**src/fpt_pkg.sv**
```systemverilog
// constants and types shared by the flash pulse timer and read buffer block
`default_nettype none

package fpt_pkg;

   // ***************************************************************
   // register offsets on the apb window
   // ***************************************************************
   localparam logic [7:0]  OFS_CTRL       = 8'h00;
   localparam logic [7:0]  OFS_TIMING     = 8'h04;
   localparam logic [7:0]  OFS_BASE       = 8'h08;
   localparam logic [7:0]  OFS_STATUS     = 8'h0C;

   // ***************************************************************
   // field positions
   // ***************************************************************
   localparam int unsigned CTRL_EHV_BIT   = 0;
   localparam int unsigned CTRL_SES_BIT   = 1;
   localparam int unsigned CTRL_PE_BIT    = 2;
   localparam int unsigned CTRL_VT_BIT    = 3;
   localparam int unsigned CTRL_PBR_BIT   = 4;
   localparam int unsigned CTRL_SIE_BIT   = 5;
   localparam int unsigned CTRL_WAIT_LSB  = 6;
   localparam int unsigned TIM_SCLK_LSB   = 0;
   localparam int unsigned TIM_EXP_LSB    = 4;
   localparam int unsigned TIM_MUL_LSB    = 8;
   localparam int unsigned STAT_PULSE_BIT = 8;

   // ***************************************************************
   // reset values and timing figures
   // ***************************************************************
   localparam logic [1:0]  WAIT_RST       = 2'h0;
   localparam logic [4:0]  EXP_BASE       = 5'h05;
   localparam logic [4:0]  EXP_PE_STEP    = 5'h0A;
   localparam logic [2:0]  SCLK_OFF       = 3'h0;
   localparam logic [2:0]  SCLK_X1        = 3'h1;
   localparam logic [2:0]  SCLK_X1P5      = 3'h2;
   localparam logic [2:0]  SCLK_X2        = 3'h3;
   localparam logic [2:0]  SCLK_X3        = 3'h4;

   // ***************************************************************
   // array geometry
   // ***************************************************************
   localparam int unsigned NUM_BLOCKS     = 8;
   localparam int unsigned BLOCK_BYTES    = 32768;
   localparam int unsigned ARRAY_AW       = 18;
   localparam int unsigned HALF_BIT       = 17;
   localparam int unsigned LINE_AW        = 5;
   localparam int unsigned LINE_BITS      = 256;
   localparam logic [2:0]  LAST_WORD      = 3'h7;
   localparam logic [31:0] BASE_MASK      = 32'hFFFC0000;

   typedef enum logic [0:0] {RD_IDLE, RD_FETCH} fpt_rd_state_t;

endpackage

`default_nettype wire

```
**src/fpt_flash_ctrl.sv**
```systemverilog
// flash pulse-width timer and two-line array read buffer with apb registers
//
// Local design decisions: register access over APB and the address map.
`default_nettype none

module fpt_flash_ctrl
   import fpt_pkg::*;
#(
   parameter logic [31:0] CTRL_BLOCK_ADDR = 32'h00FFF800
) (
   input  wire logic         clk,
   input  wire logic         nrst,
   input  wire logic         psel,
   input  wire logic         penable,
   input  wire logic         pwrite,
   input  wire logic [31:0]  paddr,
   input  wire logic [31:0]  pwdata,
   output logic [31:0]       prdata,
   output logic              pready,
   output logic              pslverr,
   input  wire logic [2:0]   shadow_clock_scaling_sel,
   input  wire logic [1:0]   shadow_pulse_exponent_sel,
   input  wire logic [6:0]   shadow_pulse_multiplier,
   input  wire logic [31:0]  shadow_array_base,
   input  wire logic         mb_req,
   input  wire logic [31:0]  mb_addr,
   input  wire logic         mb_write,
   input  wire logic         mb_prog_write,
   input  wire logic         mb_erase_interlock,
   input  wire logic         mb_seq,
   output logic              mb_ack,
   output logic [31:0]       mb_rdata,
   output logic              mb_last,
   output logic              arr_rd,
   output logic [31:0]       arr_line_addr,
   input  wire logic [fpt_pkg::LINE_BITS-1:0] arr_line,
   output logic              high_voltage_pulse
);
   import fpt_pkg::*;

   // ***************************************************************
   // control registers and pulse timer
   // ***************************************************************
   logic        load_q, load_d;
   logic        ehv_q, ehv_d, ses_q, ses_d, pe_q, pe_d;
   logic        vt_q, vt_d, pbr_q, pbr_d, sie_q, sie_d;
   logic [1:0]  wait_q, wait_d;
   logic [2:0]  sclk_q, sclk_d;
   logic [1:0]  exp_q, exp_d;
   logic [6:0]  mul_q, mul_d;
   logic [31:0] base_q, base_d;
   logic [25:0] cnt_q, cnt_d;
   logic [1:0]  pre_q, pre_d;
   logic        half_q, half_d;
   logic [31:0] prdata_q, prdata_d;
   logic        pready_q, pready_d, pslverr_q, pslverr_d;
   logic [4:0]  n_exp;
   logic [25:0] target;
   logic [1:0]  lim;
   logic        auto_end, wr_en, setup, mapped;
   logic        inv_all, inv_lo;
   logic [1:0]  valid_q, valid_d;

   always_comb begin
      n_exp = EXP_BASE + {3'h0, exp_q} + (pe_q ? EXP_PE_STEP : 5'h00);
      target = (26'(mul_q) + 26'h1) << n_exp;
      auto_end = (sclk_q != SCLK_OFF) && (sclk_q <= SCLK_X3);
      unique case (sclk_q)
         SCLK_X1P5: lim = half_q ? 2'h1 : 2'h0;
         SCLK_X2:   lim = 2'h1;
         SCLK_X3:   lim = 2'h2;
         default:   lim = 2'h0;
      endcase
   end

   always_comb begin
      load_d = 1'b0;
      {ehv_d, ses_d, pe_d, vt_d, pbr_d, sie_d} =
         {ehv_q, ses_q, pe_q, vt_q, pbr_q, sie_q};
      wait_d = wait_q;
      sclk_d = sclk_q;
      exp_d = exp_q;
      mul_d = mul_q;
      base_d = base_q;
      cnt_d = 26'h0;
      pre_d = 2'h0;
      half_d = 1'b0;
      if (load_q) begin
         sclk_d = shadow_clock_scaling_sel;
         exp_d = shadow_pulse_exponent_sel;
         mul_d = shadow_pulse_multiplier;
         base_d = shadow_array_base & BASE_MASK;
      end
      if (ehv_q && auto_end) begin
         cnt_d = cnt_q;
         half_d = half_q;
         if (pre_q == lim) begin
            half_d = ~half_q;
            cnt_d = cnt_q + 26'h1;
            if (cnt_q + 26'h1 >= target) begin
               ehv_d = 1'b0;
            end
         end else begin
            pre_d = pre_q + 2'h1;
         end
      end
      setup = psel && !penable;
      mapped = (paddr[7:0] == OFS_CTRL) || (paddr[7:0] == OFS_TIMING) ||
               (paddr[7:0] == OFS_BASE) || (paddr[7:0] == OFS_STATUS);
      pready_d = setup && !pready_q;
      pslverr_d = setup ? (!mapped || paddr[31:8] != 24'h0) : 1'b0;
      prdata_d = prdata_q;
      if (setup) begin
         prdata_d = 32'h0;
         if (paddr[31:8] == 24'h0) begin
            unique case (paddr[7:0])
               OFS_CTRL: prdata_d = 32'({wait_q, sie_q, pbr_q, vt_q,
                                         pe_q, ses_q, ehv_q});
               OFS_TIMING: prdata_d = 32'(mul_q) << TIM_MUL_LSB |
                                      32'(exp_q) << TIM_EXP_LSB |
                                      32'(sclk_q) << TIM_SCLK_LSB;
               OFS_BASE: prdata_d = base_q;
               OFS_STATUS: prdata_d = 32'(ehv_q) << STAT_PULSE_BIT |
                                      32'(valid_q);
               default: prdata_d = 32'h0;
            endcase
         end
      end
      wr_en = psel && penable && pready_q && pwrite && !pslverr_q;
      if (wr_en && paddr[7:0] == OFS_CTRL) begin
         ehv_d = pwdata[CTRL_EHV_BIT];
         ses_d = pwdata[CTRL_SES_BIT];
         pe_d = pwdata[CTRL_PE_BIT];
         vt_d = pwdata[CTRL_VT_BIT];
         pbr_d = pwdata[CTRL_PBR_BIT];
         sie_d = pwdata[CTRL_SIE_BIT];
         wait_d = pwdata[CTRL_WAIT_LSB +: 2];
      end
      if (wr_en && paddr[7:0] == OFS_TIMING) begin
         sclk_d = pwdata[TIM_SCLK_LSB +: 3];
         exp_d = pwdata[TIM_EXP_LSB +: 2];
         mul_d = pwdata[TIM_MUL_LSB +: 7];
      end
      if (wr_en && paddr[7:0] == OFS_BASE) begin
         base_d = pwdata & BASE_MASK;
      end
      inv_all = (ehv_d && !ehv_q) || (ses_q && !ses_d) ||
                (vt_d != vt_q) || (pbr_d != pbr_q);
      inv_lo = inv_all || (sie_d != sie_q);
   end

   always_ff @(posedge clk or negedge nrst) begin
      if (!nrst) begin
         load_q <= 1'b1;
         {ehv_q, ses_q, pe_q, vt_q, pbr_q, sie_q} <= 6'h00;
         wait_q <= WAIT_RST;
         sclk_q <= SCLK_OFF;
         exp_q <= 2'h0;
         mul_q <= 7'h00;
         base_q <= 32'h0;
         cnt_q <= 26'h0;
         pre_q <= 2'h0;
         half_q <= 1'b0;
         prdata_q <= 32'h0;
         pready_q <= 1'b0;
         pslverr_q <= 1'b0;
      end else begin
         load_q <= load_d;
         {ehv_q, ses_q, pe_q, vt_q, pbr_q, sie_q} <=
            {ehv_d, ses_d, pe_d, vt_d, pbr_d, sie_d};
         wait_q <= wait_d;
         sclk_q <= sclk_d;
         exp_q <= exp_d;
         mul_q <= mul_d;
         base_q <= base_d;
         cnt_q <= cnt_d;
         pre_q <= pre_d;
         half_q <= half_d;
         prdata_q <= prdata_d;
         pready_q <= pready_d;
         pslverr_q <= pslverr_d;
      end
   end

   assign high_voltage_pulse = ehv_q;
   assign prdata = prdata_q;
   assign pready = pready_q;
   assign pslverr = pslverr_q;

   // ***************************************************************
   // array read path with two line buffers
   // ***************************************************************
   fpt_rd_state_t     st_q, st_d;
   logic [1:0]        wcnt_q, wcnt_d;
   logic [11:0]       tag_q [2];
   logic [11:0]       tag_d [2];
   logic [LINE_BITS-1:0] line_q [2];
   logic [LINE_BITS-1:0] line_d [2];
   logic [31:0]       cur_q, cur_d, pend_q, pend_d, acc;
   logic              seq_ok_q, seq_ok_d, ack_q, ack_d, last_q, last_d;
   logic [31:0]       rdata_q, rdata_d, aaddr_q, aaddr_d;
   logic              ard_q, ard_d, take, half, phalf;
   logic [1:0]        hit;
   logic [7:0]        bofs, pofs;

   always_comb begin
      acc = (mb_seq && seq_ok_q) ? cur_q + 32'h4 : mb_addr;
      half = acc[HALF_BIT];
      phalf = pend_q[HALF_BIT];
      bofs = {acc[4:2], 5'h00};
      pofs = {pend_q[4:2], 5'h00};
   end

   for (genvar b = 0; b < 2; b++) begin : g_hit
      assign hit[b] = valid_q[b] && (tag_q[b] == acc[16:5]);
   end

   always_comb begin
      st_d = st_q;
      wcnt_d = wcnt_q;
      valid_d = valid_q;
      tag_d = tag_q;
      line_d = line_q;
      cur_d = cur_q;
      pend_d = pend_q;
      seq_ok_d = seq_ok_q;
      ack_d = 1'b0;
      last_d = last_q;
      rdata_d = rdata_q;
      aaddr_d = aaddr_q;
      ard_d = ard_q;
      take = mb_req && !ack_q && (st_q == RD_IDLE) &&
             (acc[31:ARRAY_AW] == base_q[31:ARRAY_AW]) &&
             (acc[31:LINE_AW] != CTRL_BLOCK_ADDR[31:LINE_AW]);
      unique case (st_q)
         RD_IDLE: begin
            if (take && mb_write) begin
               if (mb_prog_write || mb_erase_interlock) begin
                  ack_d = 1'b1;
                  last_d = 1'b1;
                  seq_ok_d = 1'b0;
                  valid_d = 2'h0;
               end
            end else if (take && hit[half]) begin
               ack_d = 1'b1;
               rdata_d = line_q[half][bofs +: 32];
               last_d = (acc[4:2] == LAST_WORD);
               seq_ok_d = (acc[4:2] != LAST_WORD);
               cur_d = acc;
            end else if (take) begin
               valid_d[half] = 1'b0;
               ard_d = 1'b1;
               aaddr_d = {acc[31:LINE_AW], 5'h00};
               pend_d = acc;
               wcnt_d = wait_q;
               st_d = RD_FETCH;
            end
         end
         RD_FETCH: begin
            if (wcnt_q == 2'h0) begin
               line_d[phalf] = arr_line;
               tag_d[phalf] = pend_q[16:5];
               valid_d[phalf] = 1'b1;
               ard_d = 1'b0;
               ack_d = 1'b1;
               rdata_d = arr_line[pofs +: 32];
               last_d = (pend_q[4:2] == LAST_WORD);
               seq_ok_d = (pend_q[4:2] != LAST_WORD);
               cur_d = pend_q;
               st_d = RD_IDLE;
            end else begin
               wcnt_d = wcnt_q - 2'h1;
            end
         end
      endcase
      if (inv_lo) begin
         valid_d[0] = 1'b0;
      end
      if (inv_all) begin
         valid_d[1] = 1'b0;
      end
   end

   always_ff @(posedge clk or negedge nrst) begin
      if (!nrst) begin
         st_q <= RD_IDLE;
         wcnt_q <= 2'h0;
         valid_q <= 2'h0;
         tag_q <= '{default: 12'h000};
         line_q <= '{default: '0};
         cur_q <= 32'h0;
         pend_q <= 32'h0;
         seq_ok_q <= 1'b0;
         ack_q <= 1'b0;
         last_q <= 1'b0;
         rdata_q <= 32'h0;
         aaddr_q <= 32'h0;
         ard_q <= 1'b0;
      end else begin
         st_q <= st_d;
         wcnt_q <= wcnt_d;
         valid_q <= valid_d;
         tag_q <= tag_d;
         line_q <= line_d;
         cur_q <= cur_d;
         pend_q <= pend_d;
         seq_ok_q <= seq_ok_d;
         ack_q <= ack_d;
         last_q <= last_d;
         rdata_q <= rdata_d;
         aaddr_q <= aaddr_d;
         ard_q <= ard_d;
      end
   end

   assign mb_ack = ack_q;
   assign mb_rdata = rdata_q;
   assign mb_last = last_q;
   assign arr_rd = ard_q;
   assign arr_line_addr = aaddr_q;

endmodule

`default_nettype wire

```
**config.mk**
```make
export PLATFORM = sky130hd
export DESIGN_NAME = fpt_flash_ctrl
export DESIGN_NICKNAME = d
export VERILOG_FILES = /design/src/fpt_pkg.sv /design/src/fpt_flash_ctrl.sv
export SDC_FILE = /design/constraint.sdc
export NUM_CORES = 2
export LEC_CHECK = 0
export ABC_CLOCK_PERIOD_IN_PS = 5500
export BUFFER_PORTS_ARGS = -buffer_cell sky130_fd_sc_hd__buf_2
export CAP_MARGIN = 10
export CORE_MARGIN = 1
export CORE_UTILIZATION = 35
export DETAILED_ROUTE_END_ITERATION = 8
export GPL_TIMING_DRIVEN = 0
export HOLD_SLACK_MARGIN = 0.06
export PLACE_DENSITY = 0.57
export SLEW_MARGIN = 20
export SYNTH_ARGS = -nofsm -noshare
export SYNTH_HDL_FRONTEND = slang
export SYNTH_SLANG_ARGS = --single-unit
```
**constraint.sdc**
```tcl
create_clock -name clk -period 5.5 [get_ports clk]
set_input_delay 1.65 -clock clk [delete_from_list [all_inputs] [get_ports clk]]
set_output_delay 1.65 -clock clk [all_outputs]
set_load 0.02 [all_outputs]
```
; After elaboration in Yosys (flattened, before gate mapping)
; Index checks and enable logic that the tools add are counted.
[word_totals]
mem_count = 0
register_bits = 784
inputBits = 406
latch_bits = 0
mem_bits_rw = 0
mem_bits_ro = 0
[classes]
shifts = 3
n_lt_le_gt_ge = 9
div = 0
n_reduce_logical = 56
n_bitwise = 12
mul = 0
mux = 90
n_eq_ne = 35
n_addsub = 7
[ops]
columns = cell, count
row1 = $mux 256, 4
row2 = $bwmux 512, 1
row3 = $shiftx 256x9->32, 2
row4 = $mux 32, 10
row5 = $demux 256 s1, 1
row6 = $pmux 32 s2, 2
row7 = $pmux 32 s4, 1
row8 = $mux 26, 2
row9 = $mux 1, 38
row10 = $add 32x3->32 const B, 1
row11 = $ne 27x19->1 const B, 1
row12 = $add 26x1->26 const B, 1
row13 = $ge 26x26->1, 1
row14 = $mux 2, 13
row15 = $shl 8x5->26, 1
row16 = $logic_and 1x1->1, 25
row17 = $bwmux 24, 1
row18 = $eq 12x12->1, 2
row19 = $logic_not 24->1, 1
row20 = $reduce_bool 24->1, 1
row21 = $reduce_and 4->1, 5
row22 = $eq 8x4->1 const B, 2
row23 = $ne 4x3->1 const B, 4
row24 = $or 15x3->15, 1
row25 = other kinds (46), 91

; Logic depth before layout (Yosys ltp)
[logic_depth]
depth_word = 15
mapped_depth = 19

; Least setup slack after synthesis
; Ideal clock, no wire load.
[synth_path]
kind = input -> register
start = input port mb_seq
end = register cur_q[28]
required_ps = 5372
arrival_time_ps = 4559
cell_stages = 16
slack_ps = 814
cell_sequence = buf_2 and2_0 buf_2 buf_1 buf_2 o221ai_1 o41ai_1 o2111ai_1 a211oi_1 o2111ai_1 nand3b_1 nand4b_1 o21ai_1 buf_4 buf_6 mux2_1
[synth_via]
elab_chain_len = 9
[synth_lines]
columns = element, line_no
row1 = from (decl), fpt_flash_ctrl.sv:30  ; input wire logic mb_seq,
row2 = $logic_and 1x1->1 (*), fpt_flash_ctrl.sv:207  ; acc = (mb_seq && seq_ok_q) ? cur_q + 32'h4 : mb_addr;
row3 = $mux 32 (*), fpt_flash_ctrl.sv:207
row4 = $eq 12x12->1, fpt_flash_ctrl.sv:215  ; assign hit[b] = valid_q[b] && (tag_q[b] == acc[16:5]);
row5 = $logic_and 1x1->1, fpt_flash_ctrl.sv:215
row6 = $mux 1 (not written as such) (2 in series), fpt_flash_ctrl.sv:244  ; end else if (take && hit[half]) begin
row7 = $logic_and 1x1->1, fpt_flash_ctrl.sv:244
row8 = $ne 2x1->1 (no line), n/a
row9 = $reduce_and 3->1 (no line), n/a
row10 = to (signal assigned), fpt_flash_ctrl.sv:305  ; cur_q <= cur_d;
row11 = to (decl), fpt_flash_ctrl.sv:199  ; logic [31:0] cur_q, cur_d, pend_q, pend_d, acc;
; Every way passes the cells marked *; elsewhere a longest branch is shown, timed or not. The select of a mux whose other input is x is not followed.
; A chain may end at the register's enable or synchronous reset.

; Final worst setup path
[layout_path]
start = input port mb_seq
end = register rdata_q[1], in the netlist mb_rdata[1]
[layout_via]
elab_chain_len = 10
[layout_lines]
columns = element, line_no
row1 = $logic_and 1x1->1 (*), fpt_flash_ctrl.sv:207
row2 = $mux 32 (*), fpt_flash_ctrl.sv:207
row3 = $not 1->2 (not written as such), fpt_flash_ctrl.sv:246  ; rdata_d = line_q[half][bofs +: 32];
row4 = $mux 256 (not written as such) (3 in series), fpt_flash_ctrl.sv:246
row5 = $shiftx 256x9->32, fpt_flash_ctrl.sv:246
row6 = $mux 32, fpt_flash_ctrl.sv:244
row7 = $mux 32, fpt_flash_ctrl.sv:237  ; if (take && mb_write) begin
row8 = $pmux 32 s2, fpt_flash_ctrl.sv:235  ; unique case (st_q)
row9 = to (signal assigned), fpt_flash_ctrl.sv:310  ; rdata_q <= rdata_d;
row10 = to (decl), fpt_flash_ctrl.sv:201  ; logic [31:0] rdata_q, rdata_d, aaddr_q, aaddr_d;
; Marks and branches as above.

==> flow_summary.toml <==
[outcome]
status = "complete, but fails checks"
violations = "negative setup slack"

[finish]
final_common_cell = "nand2_1"
area_growth_pct = 19.5
layout_common_cells = "2260 x nand2_1, 731 x dfrtp_1, 500 x buf_2, 257 x clkbuf_1, 133 x o21ai_0"
drive_gt1_share_pct = 16.5
multiInputGateArea_sq_mm = 0.0199
fill_cells = 11544
register_area_sq_mm = 0.0183
fin_cells = 7007
final_net_count = 5851

[worst_setup_path]
cp.arrival_ns = 6.16
rrSetupSlack_ns = 0.39
cp_data_required_time_ns = 6.07
timing.rr.end = "cur_q[28]"
endpoint = "mb_rdata[1]"
critPathKind = "primary input to flip-flop"
r2r_cells = 14
startpoint = "mb_seq"
cp_max_fo = 10
crit_path_start_kind = "primary input"
r2r-start = "cur_q[3]"
endpoint_kind = "flip-flop"

[global_routing]
grt_max_degree = 94
overflow = 0
grt_pass1_wl_mm = 262
antenna_found_initial = 26
grt_pass1_vias = 36730
grt_use_total_pct = 31.2

[clocking]
cts_buffers = 88
clk_path_buf_depth = 3
clkLatencyLatePin_ns = 0.72
htree_levels = 3
clkTransAtPathRegs_ns = 0.06
tritoncts = "yes"
root_buffer = "clkbuf_16"
cts_hold_buf = 0
cts.sinks = 732

[floorplan]
die-area_sq_mm = 0.116
num_io_pins = 508
fp-row-count = 123
core_region_area_sq_mm = 0.113
die_w_um = 340
start_util_pct = 35.4
die_h_um = 340

[synth]
async_flop_share_pct = 100
synthCells = 4827
ys.flop_type = "dfrtp_1"
yosysSeqAreaShare_pct = 45.9
yosysWarnings = 0
synth_area_sq_mm = 0.0400
ys_seq_elements = 732
synth.distinct_cells = 87
avgSynthCellArea_sq_um = 8.28
synth-edff-count = 0

[detailed_routing]
first_iter_violations = 4526
drc_errors = 0
wl_per_cell_um = 26.3
antenna_left = 0
dr.pass1.iters = 6
vias = 39159
routed_wl_mm = 184
via_per_inst = 5.59

[sta]
period_share_pct = 102
final_max_slew_viol_count = 0
finalWorstSetupSlack_ns = -0.0884
clock.fmax_mhz = 179
maxSlewHeadroom_pct = 20.4
worst_pin_slew_ns = 1.19
hold_violations = 0
finalSetupViolations = 7
skew_ns = 0.0725
min_period_ns = 5.59
rsz0062_at_grt = "true"

[hold_path]
hold_start = "pready"
hp-class = "flip-flop to flip-flop"

[placed_design]
dpl.cell_count = 6819
gp_congestion = 0.988
dp_hpwl_mm = 141
io_buffers = 474
dp_worst_setup_slack_ns = -2.86

[power_and_ir_drop]
p_leak_uw = 0.0224
peakVddDrop_mv = 0.224
powerDensity_mw_per_mm2 = 289

[run]
drv_cap = 0
==> registers in the layout, indices dropped and copies added (netlist names), 2 cells and up <==
name / cells
wcnt_q: 2
exp_q: 2
cur_q: 30
sclk_q: 3
pre_q: 2
valid_q: 2
mul_q: 7
line_q: 512
wait_q: 2
pend_q: 30
prdata: 29
tag_q: 24
cnt_q: 26
mb_rdata: 32
base_q: 14
==> worst max-delay path, stage by stage <==
cell	delay, ns
buf_2	0.23
and2_1	0.37
buf_2	0.33
clkbuf_4	0.31
clkbuf_4	0.28
buf_2	0.37
a21o_1	0.34
buf_4	0.30
clkbuf_4	0.39
clkbuf_4	0.39
nand3_1	0.13
a31oi_1	0.58
a21oi_1	0.15
o21ai_0	0.19
mux2i_1	0.09
==> repair_timing <==
action	in CTS	in global routing
pin swaps	0	1
resized for setup	37	42
endpoints found under the setup margin	93	76
setup buffers	0	4
endpoints found under the hold margin	0	0
==> power by group <==
part           internal [uW]  switching [uW]  leakage (uW)  total (uW)
clock                   3590            2570       0.00149        6160
sequential              5500             124       0.00725        5630
combinational            657            1380        0.0136        2040
total                   9750            4070        0.0224       13800
==> area by class of cell <==
type                            count  area share [%]
Multi-Input combinational cell   3668            41.6
Tap cell                         1500            3.93
Clock inverter                     37           0.959
Buffer                            374            3.62
Timing Repair Buffer              488            5.59
Antenna cell                       22           0.115
Inverter                           60           0.472
Sequential cell                   732            38.4
Clock buffer                      126            5.37
==> stage by stage <==
stage	hold slack, ns	total power [uW]	util (%)	instance area [sq um]	setup TNS (ns)
floorplan	0.446	6670	-	40000	0
CTS	0.451	13800	42.2	47600	0
global placement	0.425	7670	39.2	44200	-
global route	0.464	14200	42.3	47700	-0.0236
finish	0.451	13800	42.3	47800	-0.210
detailed placement	0.443	7700	39.5	44500	-126.46
==> per-layer routing <==
| layer | vias up | global-route usage [%] | wire, um |
|---|---|---|---|
| li1 | 17278 | - | - |
| met1 | 19188 | 41.8 | 73100 |
| met2 | 2273 | 47.5 | 80900 |
| met3 | 414 | 6.19 | 18800 |
| met4 | 6 | 17.1 | 11300 |
| met5 | - | 0 | 32 |
==> kinds of logic after synthesis <==
logic type,synth area share [%]
other,0.00939
AO/OA/AOI/OAI,8.73
flip-flops,45.9
buffers and inverters,4.67
adder cells (fa/ha/maj),1.05
XOR/XNOR,2.67
AND/OR/NAND/NOR,28.3
multiplexers,8.70
==> worst min path at each step <==
stage | endpoint | slack [ns] | cells after the start
after floorplan | line_q[0] | 0.45 | 2
after global placement | pready | 0.43 | 1
after detailed placement | pready | 0.44 | 1
after CTS | pready | 0.45 | 1
after global routing | pready | 0.46 | 1
final | pready | 0.45 | 1
==> Yosys cell counts (7+ instances only) <==
| cell type | count | area (sq um) |
|---|---|---|
| nand2_1 | 2260 | 8480 |
| dfrtp_1 | 731 | 18300 |
| clkbuf_1 | 274 | 1030 |
| o21ai_0 | 134 | 671 |
| nand3_1 | 127 | 636 |
| and3_1 | 102 | 638 |
| a311oi_1 | 99 | 867 |
| nor2_1 | 86 | 323 |
| mux2i_1 | 84 | 841 |
| xnor2_1 | 71 | 622 |
| mux4_2 | 64 | 1440 |
| inv_1 | 59 | 221 |
| a21oi_1 | 57 | 285 |
| mux2_1 | 53 | 597 |
| mux2_2 | 53 | 597 |
| xor2_1 | 48 | 420 |
| buf_4 | 41 | 308 |
| a31oi_1 | 39 | 244 |
| ha_1 | 32 | 400 |
| buf_1 | 31 | 116 |
| a22o_1 | 28 | 245 |
| nand4_1 | 27 | 169 |
| nor3_1 | 25 | 125 |
| nor4_1 | 24 | 150 |
| o311ai_0 | 22 | 193 |
| buf_2 | 21 | 105 |
| nand2b_1 | 17 | 106 |
| or3_1 | 13 | 81.3 |
| nor2b_1 | 12 | 75.1 |
| o21a_1 | 12 | 90.1 |
| o22ai_1 | 12 | 75.1 |
| a21o_1 | 10 | 75.1 |
| a22oi_1 | 8 | 60.1 |
| and4_1 | 8 | 70.1 |
| nor3b_1 | 8 | 60.1 |
| or4_1 | 8 | 60.1 |
| and2_1 | 7 | 43.8 |
| buf_6 | 7 | 78.8 |
| o2111ai_1 | 7 | 61.3 |
| or2_2 | 7 | 43.8 |
No activity file was read; power rests on OpenSTA's default activity.
